### config.mk
export PLATFORM = sky130hd
export DESIGN_NAME = ccp_control_port
export DESIGN_NICKNAME = d
export VERILOG_FILES = /design/src/design/ccp_fifo_dummy_guard.sv /design/src/design/ccp_pkg.sv /design/src/design/ccp_stream_if.sv /design/src/design/ccp_control_port.sv /design/src/design/ccp_fifo.sv
export SDC_FILE = /design/constraint.sdc
export NUM_CORES = 1
export LEC_CHECK = 0
export BUFFER_PORTS_ARGS = -buffer_cell sky130_fd_sc_hd__buf_2
export CELL_PAD_IN_SITES_DETAIL_PLACEMENT = 0
export CELL_PAD_IN_SITES_GLOBAL_PLACEMENT = 2
export CORE_MARGIN = 5
export CORE_UTILIZATION = 46
export CTS_CLUSTER_DIAMETER = 120
export DETAILED_ROUTE_END_ITERATION = 16
export PLACE_DENSITY = 0.9
export SYNTH_ARGS = -nofsm -noshare
export SYNTH_HDL_FRONTEND = slang
export SYNTH_HIERARCHICAL = 1
export SYNTH_SLANG_ARGS = --single-unit
### constraint.sdc
create_clock -name clk -period 5.7 [get_ports clk]
set_input_delay 0.285 -clock clk [delete_from_list [all_inputs] [get_ports clk]]
set_output_delay 0.285 -clock clk [all_outputs]
set_load 0.1 [all_outputs]
### src/design/ccp_fifo_dummy_guard.sv
// holds no logic; the word buffer lives in ccp_fifo.sv

### src/design/ccp_pkg.sv
// constants for the codec serial control port
`default_nettype none
package ccp_pkg;
    // -------------------------------------------------------------
    // address pin levels as presented by the level translator
    // -------------------------------------------------------------
    localparam logic [1:0] ADDR_NEG = 2'h0;
    localparam logic [1:0] ADDR_GND = 2'h1;
    localparam logic [1:0] ADDR_POS = 2'h2;

    // -------------------------------------------------------------
    // control word layout
    // -------------------------------------------------------------
    localparam int TXG_LSB  = 0;
    localparam int RXG_LSB  = 3;
    localparam int FUNC_LSB = 6;
    localparam int SW_LSB   = 0;
    localparam int TEST_LSB = 6;
    localparam int WORD_W   = 8;

    // -------------------------------------------------------------
    // function and test mode codes
    // -------------------------------------------------------------
    localparam logic [1:0] FUNC_NORMAL   = 2'h0;
    localparam logic [1:0] FUNC_DIG_LOOP = 2'h1;
    localparam logic [1:0] FUNC_ANA_LOOP = 2'h2;
    localparam logic [1:0] FUNC_PWRDOWN  = 2'h3;
    localparam logic [1:0] TEST_NONE     = 2'h0;
    localparam logic [1:0] TEST_TX_FILT  = 2'h1;
    localparam logic [1:0] TEST_RX_FILT  = 2'h2;
    localparam logic [1:0] TEST_CODEC    = 2'h3;

    // -------------------------------------------------------------
    // reset values and static mode words
    // -------------------------------------------------------------
    localparam logic [7:0] PRI_RESET     = 8'hc0;
    localparam logic [7:0] AUX_RESET     = 8'h00;
    localparam logic [7:0] PRI_STATIC_ON = 8'h00;
    localparam logic [7:0] AUX_STATIC_ON = 8'h3f;

    // -------------------------------------------------------------
    // timing
    // -------------------------------------------------------------
    localparam int PU_BIT_CYCLES = 25;
    localparam int SLOT_BITS     = 8;
    localparam int FIFO_DEPTH    = 4;
endpackage
`default_nettype wire

### src/design/ccp_stream_if.sv
// valid/ready word carrier between the port logic and its buffer
`default_nettype none
interface ccp_stream_if #(parameter int WIDTH = 8);
    logic             valid;
    logic             ready;
    logic [WIDTH-1:0] data;
    modport src  (output valid, output data, input ready);
    modport sink (input valid, input data, output ready);
endinterface
`default_nettype wire

### src/design/ccp_control_port.sv
// serial control port: pin sampling, control registers, pcm slot logic
`default_nettype none
// Contract
// static low, address neg: normal, switches active
// static high, address neg: powerdown, pcm floats
// eight control bits per slot with pcm
// address neg loads primary, clears auxiliary
// address ground loads primary, auxiliary kept
// address pos loads auxiliary, pcm inhibited
// auxiliary drives switches and test modes
// controller gives one frame pulse per frame
// frame enable low one slot per frame
// dual mode uses two slots per frame
// first serial bit is bit seven
// power-up holds powerdown, writes ignored
// auxiliary bits 7:6 choose test target
// primary bits set transmit and receive gain
// primary bits 7:6 select function mode
// digital loopback returns pcm input word
// digital loopback forces decoder input zero
// digital loopback discards encoder result
// analog loopback grounds analog output buffer
// analog loopback feeds receive into transmit
// loopback keeps pcm pins as source/sink
// auxiliary bits 0-5 drive switch outputs
// auxiliary bits 7:6 decode test modes
// sample on falling, launch on rising edges
// power-up clears auxiliary, primary = c0
// register updates only after eight bits
module ccp_control_port
    import ccp_pkg::*;
#(
    parameter int NUM_SWITCH = 6
) (
    input  wire logic        clk,
    input  wire logic        nrst,
    input  wire logic        bit_clock_in,
    input  wire logic        frame_enable_n,
    input  wire logic        control_serial_in,
    input  wire logic        pcm_serial_in,
    input  wire logic [1:0]  control_address_select,
    input  wire logic        static_control_mode,
    input  wire logic [7:0]  encoder_word,
    output logic             pcm_serial_out,
    output logic             pcm_out_en_n,
    output logic [7:0]       decoder_word,
    output logic [2:0]       tx_gain_db,
    output logic [2:0]       rx_atten_db,
    output logic             powerdown,
    output logic             digital_loopback,
    output logic             analog_loopback,
    output logic             analog_output_grounded,
    output logic             analog_input_detached,
    output logic             rx_to_tx_feedback,
    output logic [NUM_SWITCH-1:0] switch_outputs,
    output logic [1:0]       test_mode
);
    if (NUM_SWITCH != 4 && NUM_SWITCH != 6) begin : g_bad_switch_count
        $error("ccp_control_port: NUM_SWITCH must be 4 or 6");
    end

    // -------------------------------------------------------------
    // pin sampling: three flops, accept when stages two and three agree
    // -------------------------------------------------------------
    localparam int NPIN = 7;
    localparam logic [NPIN-1:0] PIN_IDLE = 7'h02; // idle pins: frame high, the rest low
    logic [NPIN-1:0] pin_raw;
    logic [NPIN-1:0] s1_r;
    logic [NPIN-1:0] s2_r;
    logic [NPIN-1:0] s3_r;
    logic [NPIN-1:0] pin_f_r;
    assign pin_raw = {static_control_mode, control_address_select, pcm_serial_in,
                      control_serial_in, frame_enable_n, bit_clock_in};
    genvar gi;
    generate
        for (gi = 0; gi < NPIN; gi++) begin : g_sync
            always_ff @(posedge clk or negedge nrst) begin
                if (!nrst) begin
                    s1_r[gi]    <= PIN_IDLE[gi];
                    s2_r[gi]    <= PIN_IDLE[gi];
                    s3_r[gi]    <= PIN_IDLE[gi];
                    pin_f_r[gi] <= PIN_IDLE[gi];
                end else begin
                    s1_r[gi] <= pin_raw[gi];
                    s2_r[gi] <= s1_r[gi];
                    s3_r[gi] <= s2_r[gi];
                    if (s2_r[gi] == s3_r[gi]) begin
                        pin_f_r[gi] <= s3_r[gi];
                    end
                end
            end
        end
    endgenerate
    logic       bclk_f;
    logic       frame_n_f;
    logic       ctrl_f;
    logic       pcm_f;
    logic [1:0] addr_f;
    logic       static_f;
    logic       bclk_d_r;
    logic       fall;
    logic       rise;
    logic       in_slot;
    assign bclk_f    = pin_f_r[0];
    assign frame_n_f = pin_f_r[1];
    assign ctrl_f    = pin_f_r[2];
    assign pcm_f     = pin_f_r[3];
    assign addr_f    = pin_f_r[5:4];
    assign static_f  = pin_f_r[6];
    assign fall      = bclk_d_r && !bclk_f;
    assign rise      = !bclk_d_r && bclk_f;
    assign in_slot   = !frame_n_f;
    always_ff @(posedge clk or negedge nrst) begin
        if (!nrst) begin
            bclk_d_r <= PIN_IDLE[0];
        end else begin
            bclk_d_r <= bclk_f;
        end
    end

    // -------------------------------------------------------------
    // power-up hold counted in bit clock cycles
    // -------------------------------------------------------------
    logic [4:0] pu_cnt_r;
    logic       pu_done;
    assign pu_done = (pu_cnt_r == 5'(PU_BIT_CYCLES));
    always_ff @(posedge clk or negedge nrst) begin
        if (!nrst) begin
            pu_cnt_r <= '0;
        end else if (fall && !pu_done) begin
            pu_cnt_r <= pu_cnt_r + 5'h1;
        end
    end

    // -------------------------------------------------------------
    // serial input shifting, msb first on falling edges
    // -------------------------------------------------------------
    logic [3:0] bit_cnt_r;
    logic [7:0] ctrl_sh_r;
    logic [7:0] pcm_sh_r;
    logic       word_done;
    logic [7:0] ctrl_word;
    logic [7:0] pcm_word;
    assign word_done = fall && in_slot && (bit_cnt_r == 4'(SLOT_BITS - 1));
    assign ctrl_word = {ctrl_sh_r[6:0], ctrl_f};
    assign pcm_word  = {pcm_sh_r[6:0], pcm_f};
    always_ff @(posedge clk or negedge nrst) begin
        if (!nrst) begin
            bit_cnt_r <= '0;
            ctrl_sh_r <= '0;
            pcm_sh_r  <= '0;
        end else if (!in_slot) begin
            bit_cnt_r <= '0;
        end else if (fall && bit_cnt_r < 4'(SLOT_BITS)) begin
            bit_cnt_r <= bit_cnt_r + 4'h1;
            ctrl_sh_r <= ctrl_word;
            pcm_sh_r  <= pcm_word;
        end
    end

    // -------------------------------------------------------------
    // control registers
    // -------------------------------------------------------------
    logic [7:0] primary_r;
    logic [7:0] aux_r;
    logic       static_apply;
    assign static_apply = pu_done && static_f && (addr_f == ADDR_NEG);
    always_ff @(posedge clk or negedge nrst) begin
        if (!nrst) begin
            primary_r <= PRI_RESET;
            aux_r     <= AUX_RESET;
        end else if (!pu_done) begin
            primary_r <= PRI_RESET;
            aux_r     <= AUX_RESET;
        end else if (static_apply) begin
            primary_r <= ctrl_f ? PRI_RESET : PRI_STATIC_ON;
            aux_r     <= ctrl_f ? AUX_RESET : AUX_STATIC_ON;
        end else if (word_done) begin
            case (addr_f)
                ADDR_NEG: begin
                    primary_r <= ctrl_word;
                    aux_r     <= AUX_RESET;
                end
                ADDR_GND: begin
                    primary_r <= ctrl_word;
                end
                ADDR_POS: begin
                    aux_r <= ctrl_word;
                end
                default: ;
            endcase
        end
    end

    // -------------------------------------------------------------
    // pcm receive: words buffered for loopback, decoder word
    // -------------------------------------------------------------
    ccp_stream_if #(.WIDTH(WORD_W)) rx_in ();
    ccp_stream_if #(.WIDTH(WORD_W)) rx_out ();
    ccp_fifo #(.WIDTH(WORD_W), .DEPTH(FIFO_DEPTH)) u_fifo (
        .clk  (clk),
        .nrst (nrst),
        .wr   (rx_in.sink),
        .rd   (rx_out.src)
    );
    logic [7:0] rx_word_r;
    logic       rx_pend_r;
    logic       pcm_ok;
    logic       dig_loop;
    assign pcm_ok   = (addr_f != ADDR_POS) && pu_done;
    assign dig_loop = (primary_r[FUNC_LSB +: 2] == FUNC_DIG_LOOP);
    assign rx_in.valid = rx_pend_r;
    assign rx_in.data  = rx_word_r;
    // a word waits here while the buffer is full
    always_ff @(posedge clk or negedge nrst) begin
        if (!nrst) begin
            rx_pend_r <= 1'b0;
            rx_word_r <= '0;
        end else if (word_done && pcm_ok && (!rx_pend_r || rx_in.ready)) begin
            rx_pend_r <= 1'b1;
            rx_word_r <= pcm_word;
        end else if (rx_in.ready) begin
            rx_pend_r <= 1'b0;
        end
    end

    always_ff @(posedge clk or negedge nrst) begin
        if (!nrst) begin
            decoder_word <= '0;
        end else if (word_done && pcm_ok) begin
            decoder_word <= dig_loop ? 8'h00 : pcm_word;
        end
    end

    // -------------------------------------------------------------
    // pcm transmit: launched on rising edges within the slot
    // -------------------------------------------------------------
    logic [7:0] tx_sh_r;
    logic       tx_started_r;
    logic       tx_first;
    assign tx_first     = rise && in_slot && !tx_started_r;
    assign rx_out.ready = tx_first && pcm_ok;

    always_ff @(posedge clk or negedge nrst) begin
        if (!nrst) begin
            tx_sh_r      <= '0;
            tx_started_r <= 1'b0;
        end else if (!in_slot) begin
            tx_started_r <= 1'b0;
        end else if (tx_first) begin
            tx_started_r <= 1'b1;
            if (dig_loop) begin
                tx_sh_r <= rx_out.valid ? rx_out.data : 8'h00;
            end else begin
                tx_sh_r <= encoder_word;
            end
        end else if (rise) begin
            tx_sh_r <= {tx_sh_r[6:0], 1'b0};
        end
    end

    always_ff @(posedge clk or negedge nrst) begin
        if (!nrst) begin
            pcm_serial_out <= 1'b0;
            pcm_out_en_n   <= 1'b1;
        end else begin
            pcm_serial_out <= tx_sh_r[7];
            // judged from the register itself so the float starts with powerdown
            pcm_out_en_n   <= !(in_slot && tx_started_r && pcm_ok
                                && (primary_r[FUNC_LSB +: 2] != FUNC_PWRDOWN));
        end
    end

    // -------------------------------------------------------------
    // decoded control outputs
    // -------------------------------------------------------------
    always_ff @(posedge clk or negedge nrst) begin
        if (!nrst) begin
            tx_gain_db             <= '0;
            rx_atten_db            <= '0;
            powerdown              <= 1'b1;
            digital_loopback       <= 1'b0;
            analog_loopback        <= 1'b0;
            analog_output_grounded <= 1'b1;
            analog_input_detached  <= 1'b0;
            rx_to_tx_feedback      <= 1'b0;
            switch_outputs         <= '0;
            test_mode              <= TEST_NONE;
        end else begin
            tx_gain_db       <= primary_r[TXG_LSB +: 3];
            rx_atten_db      <= primary_r[RXG_LSB +: 3];
            powerdown        <= (primary_r[FUNC_LSB +: 2] == FUNC_PWRDOWN);
            digital_loopback <= dig_loop;
            analog_loopback  <= (primary_r[FUNC_LSB +: 2] == FUNC_ANA_LOOP);
            analog_output_grounded <= primary_r[FUNC_LSB + 1];
            analog_input_detached  <= (primary_r[FUNC_LSB +: 2] == FUNC_ANA_LOOP);
            rx_to_tx_feedback      <= (primary_r[FUNC_LSB +: 2] == FUNC_ANA_LOOP);
            switch_outputs   <= aux_r[SW_LSB +: NUM_SWITCH];
            test_mode        <= aux_r[TEST_LSB +: 2];
        end
    end
endmodule
`default_nettype wire

### src/design/ccp_fifo.sv
// small word fifo with registered read data
`default_nettype none
module ccp_fifo
    import ccp_pkg::*;
#(
    parameter int WIDTH = 8,
    parameter int DEPTH = FIFO_DEPTH
) (
    input  wire logic  clk,
    input  wire logic  nrst,
    ccp_stream_if.sink wr,
    ccp_stream_if.src  rd
);
    localparam int AW = (DEPTH > 1) ? $clog2(DEPTH) : 1;

    if (DEPTH < 2 || (DEPTH & (DEPTH - 1)) != 0 || WIDTH < 1) begin : g_bad_shape
        $error("ccp_fifo: depth must be a power of two of at least 2");
    end

    logic [WIDTH-1:0] mem [DEPTH];
    logic [AW-1:0]    wr_ptr_r;
    logic [AW-1:0]    rd_ptr_r;
    logic [AW:0]      cnt_r;
    logic             out_v_r;
    logic [WIDTH-1:0] out_d_r;
    logic             push;
    logic             load;

    // storage plus one output stage; ready reflects the storage only
    assign wr.ready = (cnt_r < (AW+1)'(DEPTH));
    assign push     = wr.valid && wr.ready;
    assign load     = (cnt_r != '0) && (!out_v_r || rd.ready);
    assign rd.valid = out_v_r;
    assign rd.data  = out_d_r;

    always_ff @(posedge clk) begin
        if (push) begin
            mem[wr_ptr_r] <= wr.data;
        end
    end

    always_ff @(posedge clk or negedge nrst) begin
        if (!nrst) begin
            wr_ptr_r <= '0;
            rd_ptr_r <= '0;
            cnt_r    <= '0;
        end else begin
            if (push) begin
                wr_ptr_r <= wr_ptr_r + AW'(1);
            end
            if (load) begin
                rd_ptr_r <= rd_ptr_r + AW'(1);
            end
            cnt_r <= cnt_r + (AW+1)'(push) - (AW+1)'(load);
        end
    end

    always_ff @(posedge clk or negedge nrst) begin
        if (!nrst) begin
            out_v_r <= 1'b0;
            out_d_r <= '0;
        end else if (load) begin
            out_v_r <= 1'b1;
            out_d_r <= mem[rd_ptr_r];
        end else if (rd.ready) begin
            out_v_r <= 1'b0;
        end
    end
endmodule
`default_nettype wire

# Word-level counts from Yosys, hierarchy flattened
# Memory sizes are Yosys's and may differ from the RTL's. A register that Yosys moved wholly into a read port is not among the register bits.
# Cells that the tools add are included.
word_totals:
  ram_bits: 32
  output_inout_bits: 30
  wordCells: 150
  regBits: 122
  mem_count: 1
mem_list:
  columns: ["memory", "depth", "width", "rd", "rd_ports_with_merged_regs", "wr", "line_no", "text"]
  rows:
  - ["u_fifo.mem", 4, 8, 1, 1, 1, "ccp_fifo.sv:20", "logic [WIDTH-1:0] mem [DEPTH];"]
classes:
  bitwise: 1
  mux: 25
  n_lt_le_gt_ge: 2
  eq_ne: 19
  n_reduce_logical: 42
  n_addsub: 6
ops:
  columns: ["operator", "count"]
  rows:
  - ["2-to-1 mux 8 bit", 13]
  - ["logical AND 1 bit", 19]
  - ["case mux 8 bit (2 select lines)", 1]
  - ["nonzero test 2 bit", 5]
  - ["zero test 1 bit", 9]
  - ["2-to-1 mux 1 bit", 8]
  - ["2-to-1 mux 4 bit", 2]
  - ["AND reduction 2 bit", 4]
  - ["equality test 1 bit", 7]
  - ["equality test 2 bit (second input constant)", 3]
  - ["2-to-1 mux 6 bit", 1]
  - ["adder 5 x 1 -> 5 bit (second input constant)", 1]
  - ["equality test 5 bit (second input constant)", 1]
  - ["adder 2 x 1 -> 2 bit (second input constant)", 2]
  - ["adder 4 x 1 -> 4 bit (second input constant)", 1]
  - ["equality test 2 x 1 -> 1 bit (second input constant)", 2]
  - ["equality test 4 x 3 -> 1 bit (second input constant)", 1]
  - ["less-than comparator 4 bit (second input constant)", 1]
  - ["inequality test 2 bit (second input constant)", 2]
  - ["inequality test 4 x 1 -> 1 bit (second input constant)", 1]
  - ["adder 3 x 1 -> 3 bit", 1]
  - ["less-than comparator 3 bit (second input constant)", 1]
  - ["inequality test 3 x 1 -> 1 bit (second input constant)", 1]
  - ["inequality test 3 x 2 -> 1 bit (second input constant)", 1]
  - ["other kinds (6)", 7]

# Longest topological paths before layout
depth:
  word_depth: 8
  mapped_depth: 13
  mapped_depth_nobuf: 12

# Hierarchy
# The synthesis kept the hierarchy.
modules_own_cells:
  columns: ["module", "area_per_inst_um2", "seq_area_each_um2", "n_inst", "cells_per_inst"]
  rows:
  - ["ccp_control_port", 4290.4, 2864.0, 1, 321]
  - ["ccp_fifo", 1935.6, 1361.3, 1, 99]

# Worst setup path after synthesis
# No wires, ideal clock.
synth_path:
  path_type: "flip-flop to flip-flop"
  start: "register pin_f_r[1], in the netlist frame_n_f"
  end: "register u_fifo.cnt_r[2]"
  required_ps: 5577
  arrival_time_ps: 2888
  stages_incl_launch_ff: 14
  path_slack_ps: 2689
  period_less_slack_ps: 3011
  path_cell_list: "dfstp_2 buf_2 or3b_2 buf_2 buf_6 nor4_1 inv_1 a21oi_4 ha_1 inv_1 ha_1 fa_1 xnor2_1 xnor2_1"
synth_between:
  elab_chain_cells: 7
synth_rtl:
  columns: ["element", "line_no", "text"]
  rows:
  - ["start: declaration", "ccp_control_port.sv:71", "logic [NPIN-1:0] pin_f_r;"]
  - ["start signal: indexed assignment", "ccp_control_port.sv:82", "pin_f_r[gi] <= PIN_IDLE[gi];"]
  - ["start signal: indexed assignment", "ccp_control_port.sv:88", "pin_f_r[gi] <= s3_r[gi];"]
  - ["zero test 1 bit", "ccp_control_port.sv:112", "assign in_slot = !frame_n_f;"]
  - ["logical AND 1 bit (2 in a row)", "ccp_control_port.sv:241", "assign tx_first = rise && in_slot && !tx_started_r;"]
  - ["logical AND 1 bit", "ccp_control_port.sv:242", "assign rx_out.ready = tx_first && pcm_ok;"]
  - ["via rx_out.ready", "ccp_stream_if.sv:5", "logic ready;"]
  - ["logical OR 1 bit", "ccp_fifo.sv:32", "assign load = (cnt_r != '0) && (!out_v_r || rd.ready);"]
  - ["logical AND 1 bit", "ccp_fifo.sv:32", null]
  - ["via u_fifo.load", "ccp_fifo.sv:27", "logic load;"]
  - ["subtractor 3 x 1 -> 3 bit", "ccp_fifo.sv:54", "cnt_r <= cnt_r + (AW+1)'(push) - (AW+1)'(load);"]
  - ["end signal: assignment", "ccp_fifo.sv:54", null]
  - ["end: declaration", "ccp_fifo.sv:23", "logic [AW:0] cnt_r;"]
# The timed path passes the listed nets, and every way through them passes these cells.
# A chain may end at the register's enable or synchronous reset.

# Worst setup path in the final report
layout_path:
  start: "register pin_f_r[0], in the netlist bclk_f"
  end: "register u_fifo.cnt_r[2]"
layout_between:
  elab_chain_cells: 7
layout_rtl:
  columns: ["element", "line_no", "text"]
  rows:
  - ["logical AND 1 bit", "ccp_control_port.sv:111", "assign rise = !bclk_d_r && bclk_f;"]
  - ["logical AND 1 bit (2 in a row)", "ccp_control_port.sv:241", null]
  - ["logical AND 1 bit", "ccp_control_port.sv:242", null]
  - ["via rx_out.ready", "ccp_stream_if.sv:5", null]
  - ["logical OR 1 bit", "ccp_fifo.sv:32", null]
  - ["logical AND 1 bit", "ccp_fifo.sv:32", null]
  - ["via u_fifo.load", "ccp_fifo.sv:27", null]
  - ["subtractor 3 x 1 -> 3 bit", "ccp_fifo.sv:54", null]
# The timed path passes the listed nets, and every way through them passes these cells.

==> flow_metrics.env <==
export IMPL_status="finished, final reports clean"
export IMPL_fp_dieH_um=126
export IMPL_r2r_slack_ns=2.55
export IMPL_endpoint_kind="register"
export IMPL_max_freq_mhz=317
export IMPL_routed_wl_um=10300
export IMPL_crit_family="simple AND/OR/NAND/NOR gates"
export IMPL_final_common_cell="dfrtp_1"
export IMPL_wirelength_met1_um=4920
export IMPL_antenna_found_initial=0
export IMPL_maxCapViolCount=0
export IMPL_synthCells=420
export IMPL_grt_pass1_wl_um=18000
export IMPL_numCtsBuffers=17
export IMPL_path_buf_inv=2
export IMPL_wl_met3_um=490
export IMPL_cts_buffer_depth=2
export IMPL_fp_row_count=42
export IMPL_io_buffers=46
export IMPL_ys_warn_count=6
export IMPL_cts_tree="built"
export IMPL_yosysUniqueCellTypes=47
export IMPL_hold_violations=0
export IMPL_ir_drop_mv=0.230
export IMPL_insertion_delay_ns=0.42
export IMPL_clock_root_buffer="clkbuf_16"
export IMPL_rsz0062_at_grt="no"
export IMPL_die_w_um=126
export IMPL_hp_class="in2reg"
export IMPL_setup_viol=0
export IMPL_critPathArrivalTime_ns=3.50
export IMPL_cp_slowest_cell="or3b_2"
export IMPL_min_to="tx_sh_r[0]$_DFFE_PN0P_"
export IMPL_p_sw_w=0.000706
export IMPL_period_share=0.553
export IMPL_grt_pass1_vias=3511
export IMPL_grtUsageTotal=0.145
export IMPL_grt_max_degree=78
export IMPL_synth_edff_count=32
export IMPL_ys_seq_elements=162
export IMPL_internal_power_w=0.00215
export IMPL_min_from="encoder_word[0]"
export IMPL_crit_fanout=18
export IMPL_power_w=0.00286
export IMPL_vias_per_cell=4.90
export IMPL_synthFlopType="dfrtp_1"
export IMPL_syn_area_per_cell_um2=14.8
export IMPL_max_slew_margin=0.364
export IMPL_p_seq_frac=0.490
export IMPL_min_period_ns=3.15
export IMPL_dpl_cell_area_um2=6600
export IMPL_grt_overflow_total=0
export IMPL_gp_congestion=0.775
export IMPL_ys_async_sr_fraction=0.802
export IMPL_instances_no_fill=669
export IMPL_area_growth_pct=17.2
export IMPL_final_cell_mix="121 x dfrtp_1, 45 x buf_2, 40 x nand2_1"
export IMPL_criticalPathCategory="reg2reg"
export IMPL_wire_per_inst_um=15.4
export IMPL_num_vias=3278
export IMPL_ys_seq_area_frac=0.679
export IMPL_fin_setup_tns_ns=0
export IMPL_postRouteAntennaNets=0
export IMPL_cts_sinks=162
export IMPL_switching_share=0.247
export IMPL_p_per_area_nw_per_um2=391
export IMPL_layout_drive_gt1_share=0.296
export IMPL_drtPass1Iterations=4
export IMPL_final_nets=507
export IMPL_cp_num_cells=10
export IMPL_holdPathStages=3
export IMPL_reg2reg_depth=10
export IMPL_maxSlewViolCount=0
export IMPL_dr_first_iter_drc_count=214
export IMPL_wl_met2_um=4760
export IMPL_start_util=0.470
export IMPL_start_kind="register"
export IMPL_leakagePower_nw=3.32
export IMPL_ctsHtreeMaxLevel=4
export IMPL_timing_rr_start="bclk_f$_DFFE_PN0N_"
export IMPL_highest_layer="met4"
export IMPL_drc_errors=0
export IMPL_r2r_end="u_fifo/cnt_r[2]$_DFF_PN0_"
export IMPL_dp_hpwl_um=6930
export IMPL_startpoint="bclk_f$_DFFE_PN0N_"
export IMPL_fin_skew_ns=0.00659
export IMPL_critPathRequiredTime_ns=6.05
export IMPL_cp_slowest_stage_delay_ns=0.64
export IMPL_final_area_um2=7300
export IMPL_place_inst=629
export IMPL_tightest_slew_ns=0.954
export IMPL_synth_nets=447
export IMPL_fp_dieArea_um2=16000
export IMPL_whs_ns=0.217
export IMPL_p_comb_frac=0.098
export IMPL_crit_chain="or3b_2 > nor4_1 > inv_1 > a21oi_4 > ha_1 > inv_1 > ha_1 > fa_1 > xnor2_1 > xnor2_1"
export IMPL_num_antenna_cells=0
export IMPL_core_area_um2=13200
export IMPL_syn_area_um2=6230
export IMPL_io_pins=47
export IMPL_pwr_share_clk=0.411
export IMPL_clk_pin_slew_ns=0.06
synth_stat cells (2+ instances only):
cell	n	area share
and2_1	5	0.0050
clkbuf_1	5	0.0030
a21oi_1	10	0.0080
o21ai_0	12	0.0096
buf_4	4	0.0048
ha_1	9	0.018
nor3b_2	2	0.0040
mux2_4	8	0.019
maj3_1	7	0.011
dfrtp_1	121	0.49
edfxtp_1	32	0.15
dfstp_2	9	0.038
nor2b_1	4	0.0040
mux4_2	8	0.029
inv_1	20	0.012
a21oi_4	2	0.0052
and3_1	10	0.010
a211oi_1	7	0.0084
mux2_2	30	0.054
xor2_1	4	0.0056
xnor2_1	6	0.0084
nand2b_1	2	0.0020
nand4_1	2	0.0020
nand2_1	40	0.024
buf_2	4	0.0032
nor2_1	20	0.012
o31ai_1	8	0.0096
buf_6	2	0.0036
mux2i_1	9	0.014
registers in the layout (all words and copies together), names as in the netlist, 3 cells and up:
register        count
aux_r               8
bit_cnt_r           4
ctrl_sh_r           7
decoder_word        8
pcm_sh_r            7
primary_r           8
pu_cnt_r            5
rx_atten_db         3
rx_in.data          8
s1_r                7
s2_r                7
s3_r                7
switch_outputs      6
tx_gain_db          3
tx_sh_r             8
u_fifo/cnt_r        3
u_fifo/mem         32
u_fifo/rd.data      8
cell families (layout without fill, tap and decap cells):
logic type               count (synthesis)  count (layout)  synth area share
flip-flops                             162             162             0.679
AND/OR/NAND/NOR                         97              97            0.0842
multiplexers                            55              55             0.117
AO/OA/AOI/OAI                           43              43            0.0462
buffers and inverters                   36             109            0.0273
adder cells (fa/ha/maj)                 17              17            0.0326
XOR/XNOR                                10              10            0.0141
worst min-delay path, stage by stage:
cell and delay (ns):
buf_2 0.10, a21oi_1 0.14, o31ai_1 0.08
layout make-up:
class / count / area, um2
Clock buffer: 17 / 425
Clock inverter: 15 / 191
Fill cell: 1101 / 5940
Inverter: 21 / 78.8
Multi-Input combinational cell: 222 / 1830
Sequential cell: 162 / 4230
Tap cell: 176 / 220
Timing Repair Buffer: 56 / 328
repair_timing:
| item | in CTS | in global routing |
|---|---|---|
| setup buffers | 0 | 0 |
| hold buffers | 8 | 0 |
| gates resized for setup | 0 | 0 |
| hold endpoints to repair | 59 | 0 |
power by group through the flow:
| stage | combinational (W) | sequential [W] | clock, W |
|---|---|---|---|
| final | 0.000281 | 0.00140 | 0.00117 |
| after detailed placement | 0.000278 | 0.00142 | 0 |
| after global placement | 0.000272 | 0.00141 | 0 |
| after floorplan | 0.000179 | 0.00143 | 0 |
| after global routing | 0.000317 | 0.00142 | 0.00126 |
| after CTS | 0.000285 | 0.00140 | 0.00120 |
metal layers:
metal | vias to the layer above | track usage
met3 | 16 | 0.0509
li1 | 1580 | -
met4 | 0 | 0.0606
met2 | 58 | 0.208
met5 | - | 0
met1 | 1624 | 0.201
worst max-delay path by stage:
stage	slack, ns	to
global route	2.43	u_fifo/cnt_r[2]$_DFF_PN0_
global placement	2.70	u_fifo/cnt_r[2]$_DFF_PN0_
floorplan	2.69	u_fifo/cnt_r[2]$_DFF_PN0_
detailed placement	2.59	u_fifo/cnt_r[2]$_DFF_PN0_
CTS	2.56	u_fifo/cnt_r[2]$_DFF_PN0_
finish	2.55	u_fifo/cnt_r[2]$_DFF_PN0_
stage by stage:
stage          utilization  setup slack (ns)
6_report             0.551              2.55
5_1_grt              0.551              2.43
4_1_cts              0.551              2.56
3_5_place_dp         0.499              2.59
3_3_place_gp         0.499              2.70
2_1_floorplan            -              2.69
Power figures use the tool's default switching activity.
